[src/design/bsp_pkg.sv]
// Contract
// Software sets the three shared port output latches to one first.
// One 32-byte buffer is shared by transmit and receive data.
// Writing abort stops at once, clears run and flags, then self-clears.
// Mode 00 transmits, 01 receives, 10 does both; 11 is reserved.
// Clock select picks a divided system clock, slow clock or external pin.
// Software keeps the serial bit rate at or below one megabit per second.
// Software starts or reconfigures only while the transfer flag reads zero.
// Byte count field plus one gives the length for both directions.
// Software changes the byte count only while no transfer is active.
// Software writes zeros to the upper three byte count bits.
// Status bit 7 is one during a transfer, zero after stop or abort.
// Status bit 6 is one only while the shift register is working.
// Status bit 5 is one when no transmit data is left; resets to one.
// Status bit 4 sets after all bytes arrive, clears after all are read.
// Error bits 3 and 2 survive a normal stop; only abort clears them.
// Status is read-only and resets to 0010 00 in its upper bits.
// Abort discards the whole buffer contents; the code only rewinds the pointers and leaves the bytes in the array.
// Software moves exactly the programmed number of bytes per transfer.
// Bit order zero moves the MSB first, one moves the LSB first.
// Transmit bits change on clock falls; receive bits sample on rises.
// With the internal clock the clock line is high at start and end.
// External clock falling with no data left sets transmit error, output high.
// Bytes go out in write order and are read back in arrival order.
// With the internal clock, shifting starts at once after run is set.
package bsp_pkg;
    localparam int         ADDR_W      = 8;
    localparam logic [5:0] IDX_CTRL    = 6'h19;
    localparam logic [5:0] IDX_COUNT   = 6'h1A;
    localparam logic [5:0] IDX_STATUS  = 6'h1B;
    localparam logic [5:0] IDX_DATA    = 6'h1C;
    localparam logic [5:0] IDX_CFG     = 6'h1D;
    localparam int         BUF_DEPTH   = 32;
    localparam int         PTR_W       = 5;
    localparam int         CTRL_RUN    = 7;
    localparam int         CTRL_ABORT  = 6;
    localparam int         CTRL_MODE   = 4;
    localparam int         CTRL_ORDER  = 3;
    localparam int         CTRL_SEL    = 0;
    localparam int         CFG_FS      = 0;
    localparam logic [1:0] MODE_TX     = 2'h0;
    localparam logic [1:0] MODE_RX     = 2'h1;
    localparam logic [2:0] SEL_SLOW    = 3'h0;
    localparam logic [2:0] SEL_EXT     = 3'h7;
    localparam logic [1:0] CTRL_MODE_RST = 2'h0;
    localparam logic [2:0] CTRL_SEL_RST  = 3'h0;
    localparam logic [4:0] COUNT_RST   = 5'h00;
    localparam logic [5:0] STATUS_RST  = 6'h08;
    localparam int         FC_CNT_W    = 13;
    localparam int         FS_HALF_LOG = 4;
    // Half-period exponent for each internal select code.
    localparam logic [3:0] FC_HALF_LOG [0:7] = '{4'hC, 4'h7, 4'h5, 4'h4,
                                                 4'h3, 4'h2, 4'h1, 4'h1};
    typedef enum logic [2:0] {
        ST_IDLE  = 3'b000,
        ST_FETCH = 3'b001,
        ST_LOAD  = 3'b010,
        ST_SHIFT = 3'b011,
        ST_DONE  = 3'b100
    } bsp_state_t;
    typedef enum logic [2:0] {
        REG_NONE   = 3'b000,
        REG_CTRL   = 3'b001,
        REG_COUNT  = 3'b010,
        REG_STATUS = 3'b011,
        REG_DATA   = 3'b100,
        REG_CFG    = 3'b101
    } bsp_reg_t;
endpackage

[src/design/bsp_buffer_mem.sv]
`timescale 1ns/1ps
module bsp_buffer_mem
    import bsp_pkg::*;
#(
    parameter int WIDTH = 8,
    parameter int DEPTH = bsp_pkg::BUF_DEPTH,
    parameter int AW    = bsp_pkg::PTR_W
)(
    // Clock and reset.
    input  wire logic             pclk,
    input  wire logic             presetn,
    // Write port.
    input  wire logic             we,
    input  wire logic [AW-1:0]    waddr,
    input  wire logic [WIDTH-1:0] wdata,
    // Registered read port.
    input  wire logic [AW-1:0]    raddr,
    output logic      [WIDTH-1:0] rdata
);
    logic [WIDTH-1:0] mem_reg [0:DEPTH-1];

    always_ff @(posedge pclk) begin
        if (we) begin
            mem_reg[waddr] <= wdata;
        end
    end

    always_ff @(posedge pclk or negedge presetn) begin
        if (!presetn) begin
            rdata <= '0;
        end else begin
            rdata <= mem_reg[raddr];
        end
    end
endmodule // bsp_buffer_mem

[src/design/bsp_clk_div.sv]
`timescale 1ns/1ps
module bsp_clk_div
    import bsp_pkg::*;
(
    // Clock and reset.
    input  wire logic       pclk,
    input  wire logic       presetn,
    // Control.
    input  wire logic       restart,
    input  wire logic [2:0] clk_sel,
    input  wire logic       use_fs,
    input  wire logic       low_freq_tick,
    // Half serial period strobe.
    output logic            half_tick
);
    logic [FC_CNT_W-1:0]    fc_cnt_reg;
    logic [FS_HALF_LOG-1:0] fs_cnt_reg;
    logic [FC_CNT_W-1:0]    mask;
    logic                   slow;
    logic                   hit;

    always_comb begin
        mask = FC_CNT_W'((13'h1 << FC_HALF_LOG[clk_sel]) - 13'h1);
        slow = use_fs && (clk_sel == SEL_SLOW);
        hit  = slow ? (low_freq_tick && (&fs_cnt_reg)) : (&(fc_cnt_reg | ~mask));
    end

    always_ff @(posedge pclk or negedge presetn) begin
        if (!presetn) begin
            fc_cnt_reg <= '0;
            fs_cnt_reg <= '0;
        end else if (restart) begin
            fc_cnt_reg <= '0;
            fs_cnt_reg <= '0;
        end else begin
            fc_cnt_reg <= fc_cnt_reg + 13'h1;
            if (low_freq_tick) begin
                fs_cnt_reg <= fs_cnt_reg + 4'h1;
            end
        end
    end

    // The strobe is registered, so each half period is one cycle late but even.
    always_ff @(posedge pclk or negedge presetn) begin
        if (!presetn) begin
            half_tick <= 1'b0;
        end else begin
            half_tick <= !restart && hit;
        end
    end
endmodule // bsp_clk_div

[src/design/bsp_sync_serial_unit.sv]
`timescale 1ns/1ps
module bsp_sync_serial_unit
    import bsp_pkg::*;
(
    // Clock and reset.
    input  wire logic                      pclk,
    input  wire logic                      presetn,
    // APB slave.
    input  wire logic                      psel,
    input  wire logic                      penable,
    input  wire logic                      pwrite,
    input  wire logic [bsp_pkg::ADDR_W-1:0] paddr,
    input  wire logic [31:0]               pwdata,
    output logic      [31:0]               prdata,
    output logic                           pready,
    output logic                           pslverr,
    // Serial pins.
    input  wire logic                      port_pin_in,
    output logic                           port_pin_out,
    input  wire logic                      port_pin_clk_in,
    output logic                           port_pin_clk_out,
    output logic                           port_pin_clk_oe_n,
    // Slow clock and operating mode.
    input  wire logic                      low_freq_tick,
    input  wire logic                      low_speed_mode
);
    ////////////////////////////////////////////////////////////////////////
    logic             run_reg;
    logic [1:0]       mode_reg;
    logic             order_reg;
    logic [2:0]       sel_reg;
    logic [4:0]       count_reg;
    logic             fs_sel_reg;
    logic             active_reg;
    logic             tx_empty_reg;
    logic             rx_full_reg;
    logic             tx_err_reg;
    logic             rx_err_reg;
    bsp_state_t       state_reg;
    logic [PTR_W-1:0] eng_ptr_reg;
    logic [PTR_W-1:0] sw_ptr_reg;
    logic [PTR_W-1:0] rd_cnt_reg;
    logic [2:0]       bit_cnt_reg;
    logic [7:0]       tx_sh_reg;
    logic [7:0]       rx_sh_reg;
    logic             sck_prev_reg;
    logic [7:0]       mem_rdata;
    logic             half_tick;
    bsp_reg_t         reg_sel;
    logic             access;
    logic             wr;
    logic             rd;
    logic             abort;
    logic             internal;
    logic             shifting;
    logic             fall_ev;
    logic             rise_ev;
    logic             byte_end;
    logic             last;
    logic             done_ev;
    logic             has_tx;
    logic             has_rx;
    logic             start;
    logic             tx_err_ev;
    logic             rx_err_ev;
    logic             pop;
    logic [7:0]       rx_next;
    logic [7:0]       rd_byte;

    function automatic bsp_reg_t decode(input logic [ADDR_W-1:0] a);
        if (a[1:0] != 2'h0) return REG_NONE;
        case (a[ADDR_W-1:2])
            IDX_CTRL:   return REG_CTRL;
            IDX_COUNT:  return REG_COUNT;
            IDX_STATUS: return REG_STATUS;
            IDX_DATA:   return REG_DATA;
            IDX_CFG:    return REG_CFG;
            default:    return REG_NONE;
        endcase
    endfunction

    ////////////////////////////////////////////////////////////////////////
    always_comb begin
        reg_sel   = decode(paddr);
        access    = psel && penable;
        wr        = access && pready && pwrite;
        rd        = access && pready && !pwrite;
        abort     = wr && (reg_sel == REG_CTRL) && pwdata[CTRL_ABORT];
        internal  = (sel_reg != SEL_EXT);
        shifting  = (state_reg == ST_FETCH) || (state_reg == ST_LOAD)
                 || (state_reg == ST_SHIFT);
        fall_ev   = (state_reg == ST_SHIFT)
                 && (internal ? (half_tick && port_pin_clk_out)
                              : (sck_prev_reg && !port_pin_clk_in));
        rise_ev   = (state_reg == ST_SHIFT)
                 && (internal ? (half_tick && !port_pin_clk_out)
                              : (!sck_prev_reg && port_pin_clk_in));
        byte_end  = rise_ev && (bit_cnt_reg == 3'h7);
        last      = (eng_ptr_reg == count_reg);
        done_ev   = byte_end && (last || !run_reg);
        has_tx    = (mode_reg != MODE_RX);
        has_rx    = (mode_reg != MODE_TX);
        start     = (state_reg == ST_IDLE) && run_reg;
        tx_err_ev = !internal && sck_prev_reg && !port_pin_clk_in && active_reg
                 && (state_reg == ST_DONE) && tx_empty_reg && has_tx;
        rx_err_ev = !internal && !sck_prev_reg && port_pin_clk_in && active_reg
                 && (state_reg == ST_DONE) && rx_full_reg && has_rx;
        pop       = rd && (reg_sel == REG_DATA);
        rx_next   = order_reg ? {port_pin_in, rx_sh_reg[7:1]}
                              : {rx_sh_reg[6:0], port_pin_in};
    end

    // One buffer serves both directions; a received byte overwrites the slot
    // whose transmit byte was just sent.
    bsp_buffer_mem #(
        .WIDTH (8),
        .DEPTH (BUF_DEPTH),
        .AW    (PTR_W)
    ) u_mem (
        .pclk    (pclk),
        .presetn (presetn),
        .we      ((wr && (reg_sel == REG_DATA) && !active_reg)
                  || (byte_end && has_rx)),
        .waddr   (active_reg ? eng_ptr_reg : sw_ptr_reg),
        .wdata   (active_reg ? rx_next : pwdata[7:0]),
        .raddr   (shifting ? eng_ptr_reg : sw_ptr_reg),
        .rdata   (mem_rdata)
    );

    bsp_clk_div u_div (
        .pclk          (pclk),
        .presetn       (presetn),
        .restart       (state_reg != ST_SHIFT),
        .clk_sel       (sel_reg),
        .use_fs        (fs_sel_reg || low_speed_mode),
        .low_freq_tick (low_freq_tick),
        .half_tick     (half_tick)
    );

    ////////////////////////////////////////////////////////////////////////
    always_ff @(posedge pclk or negedge presetn) begin
        if (!presetn) begin
            run_reg   <= 1'b0;
            mode_reg  <= CTRL_MODE_RST;
            order_reg <= 1'b0;
            sel_reg   <= CTRL_SEL_RST;
        end else if (abort) begin
            run_reg   <= 1'b0;
        end else if (wr && (reg_sel == REG_CTRL)) begin
            run_reg   <= pwdata[CTRL_RUN];
            mode_reg  <= pwdata[CTRL_MODE +: 2];
            order_reg <= pwdata[CTRL_ORDER];
            sel_reg   <= pwdata[CTRL_SEL +: 3];
        end
    end

    always_ff @(posedge pclk or negedge presetn) begin
        if (!presetn) begin
            count_reg  <= COUNT_RST;
            fs_sel_reg <= 1'b0;
        end else begin
            if (wr && (reg_sel == REG_COUNT)) begin
                count_reg <= pwdata[4:0];
            end
            if (wr && (reg_sel == REG_CFG)) begin
                fs_sel_reg <= pwdata[CFG_FS];
            end
        end
    end

    ////////////////////////////////////////////////////////////////////////
    always_ff @(posedge pclk or negedge presetn) begin
        if (!presetn) begin
            state_reg <= ST_IDLE;
        end else if (abort) begin
            state_reg <= ST_IDLE;
        end else begin
            case (state_reg)
                ST_IDLE:  state_reg <= run_reg ? ST_FETCH : ST_IDLE;
                ST_FETCH: state_reg <= ST_LOAD;
                ST_LOAD:  state_reg <= ST_SHIFT;
                ST_SHIFT: begin
                    if (byte_end) begin
                        state_reg <= done_ev ? ST_DONE : ST_FETCH;
                    end
                end
                ST_DONE:  state_reg <= run_reg ? ST_DONE : ST_IDLE;
                default:  state_reg <= ST_IDLE;
            endcase
        end
    end

    always_ff @(posedge pclk or negedge presetn) begin
        if (!presetn) begin
            active_reg <= 1'b0;
        end else if (abort) begin
            active_reg <= 1'b0;
        end else if (start) begin
            active_reg <= 1'b1;
        end else if ((state_reg == ST_DONE) && !run_reg) begin
            active_reg <= 1'b0;
        end
    end

    // The engine walks the buffer upward from slot zero.
    always_ff @(posedge pclk or negedge presetn) begin
        if (!presetn) begin
            eng_ptr_reg <= '0;
        end else if (abort || start) begin
            eng_ptr_reg <= '0;
        end else if (byte_end && !done_ev) begin
            eng_ptr_reg <= eng_ptr_reg + 5'h01;
        end
    end

    always_ff @(posedge pclk or negedge presetn) begin
        if (!presetn) begin
            bit_cnt_reg <= 3'h0;
            tx_sh_reg   <= 8'hFF;
            rx_sh_reg   <= 8'h00;
        end else begin
            if (state_reg == ST_LOAD) begin
                bit_cnt_reg <= 3'h0;
                tx_sh_reg   <= has_tx ? mem_rdata : 8'hFF;
            end else if (fall_ev) begin
                tx_sh_reg <= order_reg ? {1'b1, tx_sh_reg[7:1]}
                                       : {tx_sh_reg[6:0], 1'b1};
            end
            if (rise_ev) begin
                bit_cnt_reg <= bit_cnt_reg + 3'h1;
                rx_sh_reg   <= rx_next;
            end
        end
    end

    always_ff @(posedge pclk or negedge presetn) begin
        if (!presetn) begin
            port_pin_out <= 1'b1;
        end else if (abort || tx_err_ev) begin
            port_pin_out <= 1'b1;
        end else if (fall_ev && has_tx) begin
            port_pin_out <= order_reg ? tx_sh_reg[0] : tx_sh_reg[7];
        end
    end

    always_ff @(posedge pclk or negedge presetn) begin
        if (!presetn) begin
            port_pin_clk_out  <= 1'b1;
            port_pin_clk_oe_n <= 1'b1;
            sck_prev_reg      <= 1'b1;
        end else begin
            sck_prev_reg      <= port_pin_clk_in;
            port_pin_clk_oe_n <= !internal;
            if (state_reg != ST_SHIFT) begin
                port_pin_clk_out <= 1'b1;
            end else if (internal && half_tick) begin
                port_pin_clk_out <= !port_pin_clk_out;
            end
        end
    end

    ////////////////////////////////////////////////////////////////////////
    // Abort only rewinds the pointers and marks the buffer empty; stale bytes
    // stay in the array, and a data read after abort still returns the one in slot zero.
    always_ff @(posedge pclk or negedge presetn) begin
        if (!presetn) begin
            tx_empty_reg <= 1'b1;
        end else if (abort) begin
            tx_empty_reg <= 1'b1;
        end else if ((state_reg == ST_LOAD) && last) begin
            tx_empty_reg <= 1'b1;
        end else if (wr && (reg_sel == REG_DATA) && !active_reg) begin
            tx_empty_reg <= 1'b0;
        end
    end

    always_ff @(posedge pclk or negedge presetn) begin
        if (!presetn) begin
            sw_ptr_reg <= '0;
        end else if (abort || start || done_ev) begin
            sw_ptr_reg <= '0;
        end else if (pop || (wr && (reg_sel == REG_DATA) && !active_reg)) begin
            // Wrapping after the programmed count puts the next batch back at slot zero.
            sw_ptr_reg <= (sw_ptr_reg == count_reg) ? '0 : sw_ptr_reg + 5'h01;
        end
    end

    always_ff @(posedge pclk or negedge presetn) begin
        if (!presetn) begin
            rx_full_reg <= 1'b0;
            rd_cnt_reg  <= '0;
        end else if (abort) begin
            rx_full_reg <= 1'b0;
            rd_cnt_reg  <= '0;
        end else if (byte_end && last && has_rx) begin
            rx_full_reg <= 1'b1;
            rd_cnt_reg  <= '0;
        end else if (pop && rx_full_reg) begin
            rd_cnt_reg <= rd_cnt_reg + 5'h01;
            if (rd_cnt_reg == count_reg) begin
                rx_full_reg <= 1'b0;
                rd_cnt_reg  <= '0;
            end
        end
    end

    always_ff @(posedge pclk or negedge presetn) begin
        if (!presetn) begin
            tx_err_reg <= 1'b0;
            rx_err_reg <= 1'b0;
        end else if (abort) begin
            tx_err_reg <= 1'b0;
            rx_err_reg <= 1'b0;
        end else begin
            if (tx_err_ev) begin
                tx_err_reg <= 1'b1;
            end
            if (rx_err_ev) begin
                rx_err_reg <= 1'b1;
            end
        end
    end

    ////////////////////////////////////////////////////////////////////////
    always_comb begin
        case (reg_sel)
            REG_CTRL:   rd_byte = {run_reg, 1'b0, mode_reg, order_reg, sel_reg};
            REG_COUNT:  rd_byte = {3'h0, count_reg};
            REG_STATUS: rd_byte = {active_reg, shifting, tx_empty_reg, rx_full_reg,
                                   tx_err_reg, rx_err_reg, 2'h0};
            REG_DATA:   rd_byte = mem_rdata;
            REG_CFG:    rd_byte = {7'h00, fs_sel_reg};
            default:    rd_byte = 8'h00;
        endcase
    end

    // One wait state gives the buffer its registered read time.
    always_ff @(posedge pclk or negedge presetn) begin
        if (!presetn) begin
            pready  <= 1'b0;
            pslverr <= 1'b0;
            prdata  <= 32'h0000_0000;
        end else begin
            pready  <= access && !pready;
            pslverr <= access && !pready && (reg_sel == REG_NONE);
            if (access && !pready && !pwrite) begin
                prdata <= {24'h00_0000, rd_byte};
            end
        end
    end

    ////////////////////////////////////////////////////////////////////////
    abort_clears_a: assert property (@(posedge pclk) disable iff (!presetn)
        abort |=> !run_reg && !active_reg && tx_empty_reg && !rx_full_reg
                  && !tx_err_reg && !rx_err_reg && (state_reg == ST_IDLE))
        else $error("abort left state behind");

    idle_inactive_a: assert property (@(posedge pclk) disable iff (!presetn)
        (state_reg == ST_DONE) && !run_reg && !abort |=> !active_reg)
        else $error("transfer flag stayed after stop");

    shift_flag_a: assert property (@(posedge pclk) disable iff (!presetn)
        shifting |-> active_reg)
        else $error("shifting without a transfer");

    count_end_a: assert property (@(posedge pclk) disable iff (!presetn)
        (state_reg == ST_SHIFT) && byte_end && run_reg && !abort
        |=> (state_reg == ST_DONE) == $past(last))
        else $error("transfer length wrong");

    err_sticky_a: assert property (@(posedge pclk) disable iff (!presetn)
        tx_err_reg && !abort |=> tx_err_reg)
        else $error("error flag lost without abort");

    tx_error_a: assert property (@(posedge pclk) disable iff (!presetn)
        tx_err_ev && !abort |=> tx_err_reg && port_pin_out)
        else $error("transmit error not flagged");

    clk_idle_high_a: assert property (@(posedge pclk) disable iff (!presetn)
        (state_reg != ST_SHIFT) && !$past(state_reg == ST_SHIFT) |-> port_pin_clk_out)
        else $error("serial clock low outside shifting");

    msb_order_a: assert property (@(posedge pclk) disable iff (!presetn)
        fall_ev && has_tx && !order_reg && !abort |=> port_pin_out == $past(tx_sh_reg[7]))
        else $error("wrong bit sent first");

    internal_start_a: assert property (@(posedge pclk) disable iff (!presetn)
        start && internal && !abort ##1 !abort [*3] |-> ##[0:1] (state_reg == ST_SHIFT))
        else $error("internal clock transfer did not start");

    rx_full_clear_a: assert property (@(posedge pclk) disable iff (!presetn)
        pop && rx_full_reg && (rd_cnt_reg == count_reg) && !abort
        && !(byte_end && last && has_rx) |=> !rx_full_reg)
        else $error("receive flag not cleared after last read");
endmodule // bsp_sync_serial_unit

[config.mk]
export PLATFORM = sky130hd
export DESIGN_NAME = bsp_sync_serial_unit
export DESIGN_NICKNAME = d
export VERILOG_FILES = /design/src/design/bsp_pkg.sv /design/src/design/bsp_buffer_mem.sv /design/src/design/bsp_clk_div.sv /design/src/design/bsp_sync_serial_unit.sv
export SDC_FILE = /design/constraint.sdc
export NUM_CORES = 1
export LEC_CHECK = 0
export ABC_AREA = 1
export BUFFER_PORTS_ARGS = -buffer_cell sky130_fd_sc_hd__buf_4
export CAP_MARGIN = 5
export CORE_MARGIN = 3
export CORE_UTILIZATION = 62
export CTS_CLUSTER_DIAMETER = 80
export DETAILED_ROUTE_END_ITERATION = 8
export PLACE_DENSITY = 0.83
export SYNTH_ARGS = -nofsm -noshare
export SYNTH_HDL_FRONTEND = slang
export SYNTH_SLANG_ARGS = --single-unit
[constraint.sdc]
create_clock -name pclk -period 3.2 [get_ports pclk]
set_input_delay 0.16 -clock pclk [delete_from_list [all_inputs] [get_ports pclk]]
set_output_delay 0.16 -clock pclk [all_outputs]
set_load 0.05 [all_outputs]
==> results.toml <==
[status]
run_status = "finished, final reports clean"

[synthesis]
synthArstFlopShare_pct = 27.1
yosysWarnings = 0
yosys_most_used_dff = "edfxtp_1"
synth_edf_count = 256
ys_ff_latch = 351
avgSynthCellArea_um2 = 9.12
synth_cells = 1856
synth_cell_types = 44
netlist_area_mm2 = 0.0169
ys_seq_area_share_pct = 59.6

[detailed_routing]
drc = 0
drtIter0Drc = 1529
vias_per_cell = 5.79
wl_per_cell_um = 18.6
ant_nets = 0
vias = 13200
drt_wl_total_um = 42400
drtPass1Iterations = 5

[power]
swShare_pct = 27.2
p_per_area_mw_per_mm2 = 581
combPwrFrac_pct = 14.6
internal-power_uw = 8040
power_switching_uw = 3000
p_clk_share_pct = 39.3
p_leak_uw = 0.00860
seqPwrFrac_pct = 46.0
irDropWorstVdd_uv = 502

[die]
rows = 59
die_area_mm2 = 0.0293
coreArea_mm2 = 0.0264
initial_core_util_pct = 64.1
fp.dieW_um = 171
io_pins = 86
die_y_um = 171

[grt]
grt_max_degree = 97
antenna_found_initial = 0
grt_pass1_vias = 12500
grt-ovfl-total = 0
grt_pass1_wl_um = 66500
track_usage_pct = 29.3

[clock_network]
tritoncts = "done"
clockBufferDepth = 3
clock-sinks = 351
clkSlewWorstSetupHoldPaths_ns = 0.06
clock_latency_ns = 0.54
cts-htree-levels = 2
post-cts-setup-buffers = 0
cts_root_buf = "clkbuf_16"
cts_made_buffers = 36

[cells_and_area]
antennaDiodeCount = 0
layout.cells.non_filler = 2285
final_area_mm2 = 0.0190
drive_gt1_share_pct = 10.7
nets = 1985
fill_cells = 1771
syn_to_final_growth_pct = 12.3
final_cell_mix = "nand2_1 (421), inv_1 (353), nand3_1 (300)"
final_common_cell = "nand2_1"
largest_reg_flops = 256

[placed_design]
gp_congestion = 0.934
post_dp_cell_area_mm2 = 0.0177
port_buffers = 37
placedCellCount = 2214
hpwl_um = 26100

[timing]
setup_viol_count_final = 0
slew_headroom_pct = 18.8
slew_violations = 0
fin_skew_ns = 0.0255
setup_tns_ns = 0
holdWs_ns = 0.0115
min_period_ns = 2.98
hold_violations = 0
fmax_mhz = 336
worst_pin_slew_ns = 1.21
period_share_pct = 93.0
rsz0062_at_grt = "no"

[worst_hold_path]
hold_depth = 3
hold_path_class = "in -> reg"

[critical_path]
critical_path_class = "reg -> reg"
worst_setup_path_start_kind = "register"
cp-end-kind = "register"
critical_path_required_ns = 3.46
path_max_fanout = 8
worstPathArrival_ns = 3.23
reg2regPathDepth = 12

[run]
maxCapViolations = 0
[cell type report]
type | count | area [um^2] | area share (%)
Sequential cell | 351 | 10100 | 53.0
Inverter | 362 | 1360 | 7.15
Multi-Input combinational cell | 1066 | 5080 | 26.8
Clock buffer | 44 | 931 | 4.90
Clock inverter | 19 | 275 | 1.45
Timing Repair Buffer | 108 | 856 | 4.50
Tap cell | 335 | 419 | 2.21
[power groups by stage]
stage               Sequential, uW  Combinational, uW  Clock, uW
floorplan                     5150               1130          0
finish                        5090               1620       4340
global placement              5170               1500          0
detailed placement            5170               1550          0
CTS                           5080               1590       4360
global route                  5090               1780       4550
[cell usage after synthesis (all sizes together), types with 2 or more instances]
library cell | count | area, um^2
o21a | 2 | 15.0
nor3 | 18 | 95.1
or2 | 3 | 18.8
nor4 | 3 | 18.8
xnor2 | 10 | 87.6
nand2 | 429 | 1640
a31oi | 6 | 37.5
edfxtp | 256 | 7690
nand3 | 305 | 1550
o311ai | 3 | 26.3
dfstp | 13 | 342
nor2 | 95 | 384
o211ai | 9 | 67.6
o21ai | 79 | 437
o22ai | 2 | 12.5
buf | 66 | 402
a21oi | 20 | 100
inv | 361 | 1360
clkbuf | 34 | 128
xor2 | 10 | 87.6
ha | 11 | 138
nand4 | 31 | 194
dfrtp | 82 | 2050
[worst paths after layout]
| check | to | slack [ns] | start |
|---|---|---|---|
| worst max-delay path | u_mem.mem_reg[13][6]$_DFFE_PP_ | 0.22 | sel_reg[0]$_DFFE_PN0P_ |
| worst min-delay path | mode_reg[1]$_DFFE_PN0P_ | 0.01 | pwdata[5] |
| worst min register to register | rx_err_reg$_DFFE_PN0P_ | 0.50 | rx_err_reg$_DFFE_PN0P_ |
| worst max register to register | u_mem.mem_reg[13][6]$_DFFE_PP_ | 0.22 | sel_reg[0]$_DFFE_PN0P_ |
| max in group asynchronous | tx_sh_reg[0]$_DFFE_PN1P_ | 2.12 | presetn |
| min in group asynchronous | sw_ptr_reg[3]$_DFFE_PN0P_ | 0.27 | presetn |
[critical path, stage by stage (launching register included)]
cell	delay [ns]
dfrtp_1	0.47
ha_1	0.21
nand2_2	0.08
inv_1	0.09
nand3_1	0.13
nand2_1	0.12
nand2_2	0.12
nor2_4	0.18
inv_2	0.09
o21ai_4	0.23
nand3_2	0.35
nor2_1	0.41
buf_4	0.22
[per-layer routing]
metal,vias up,share of wire (%),GRT usage [%]
met2,789,48,47.7
met5,-,0,0
met4,0,4.3,12.0
met3,151,10,5.49
li1,6093,-,-
met1,6193,38,39.4
[cells by family after synthesis]
family	synth area share (%)
adder cells (fa/ha/maj)	0.813
XOR/XNOR	1.03
flip-flops	59.6
multiplexers	0.0591
AO/OA/AOI/OAI	4.26
other	0.0222
AND/OR/NAND/NOR	23.1
buffers and inverters	11.2
[through the flow]
| stage | setup WS (ns) | util [%] | total power (uW) |
|---|---|---|---|
| after floorplan | 0.467 | - | 6280 |
| after global placement | 0.454 | 67.0 | 6670 |
| after detailed placement | 0.286 | 67.0 | 6720 |
| after CTS | 0.257 | 71.9 | 11000 |
| after global routing | 0.112 | 71.9 | 11400 |
| final | 0.224 | 71.9 | 11000 |
[timing repair]
action,4_1_cts,5_1_grt
hold buffers,8,0
hold endpoints to repair,59,0
gates resized for setup,0,0
Note: power is estimated with default switching activity, not from simulation.
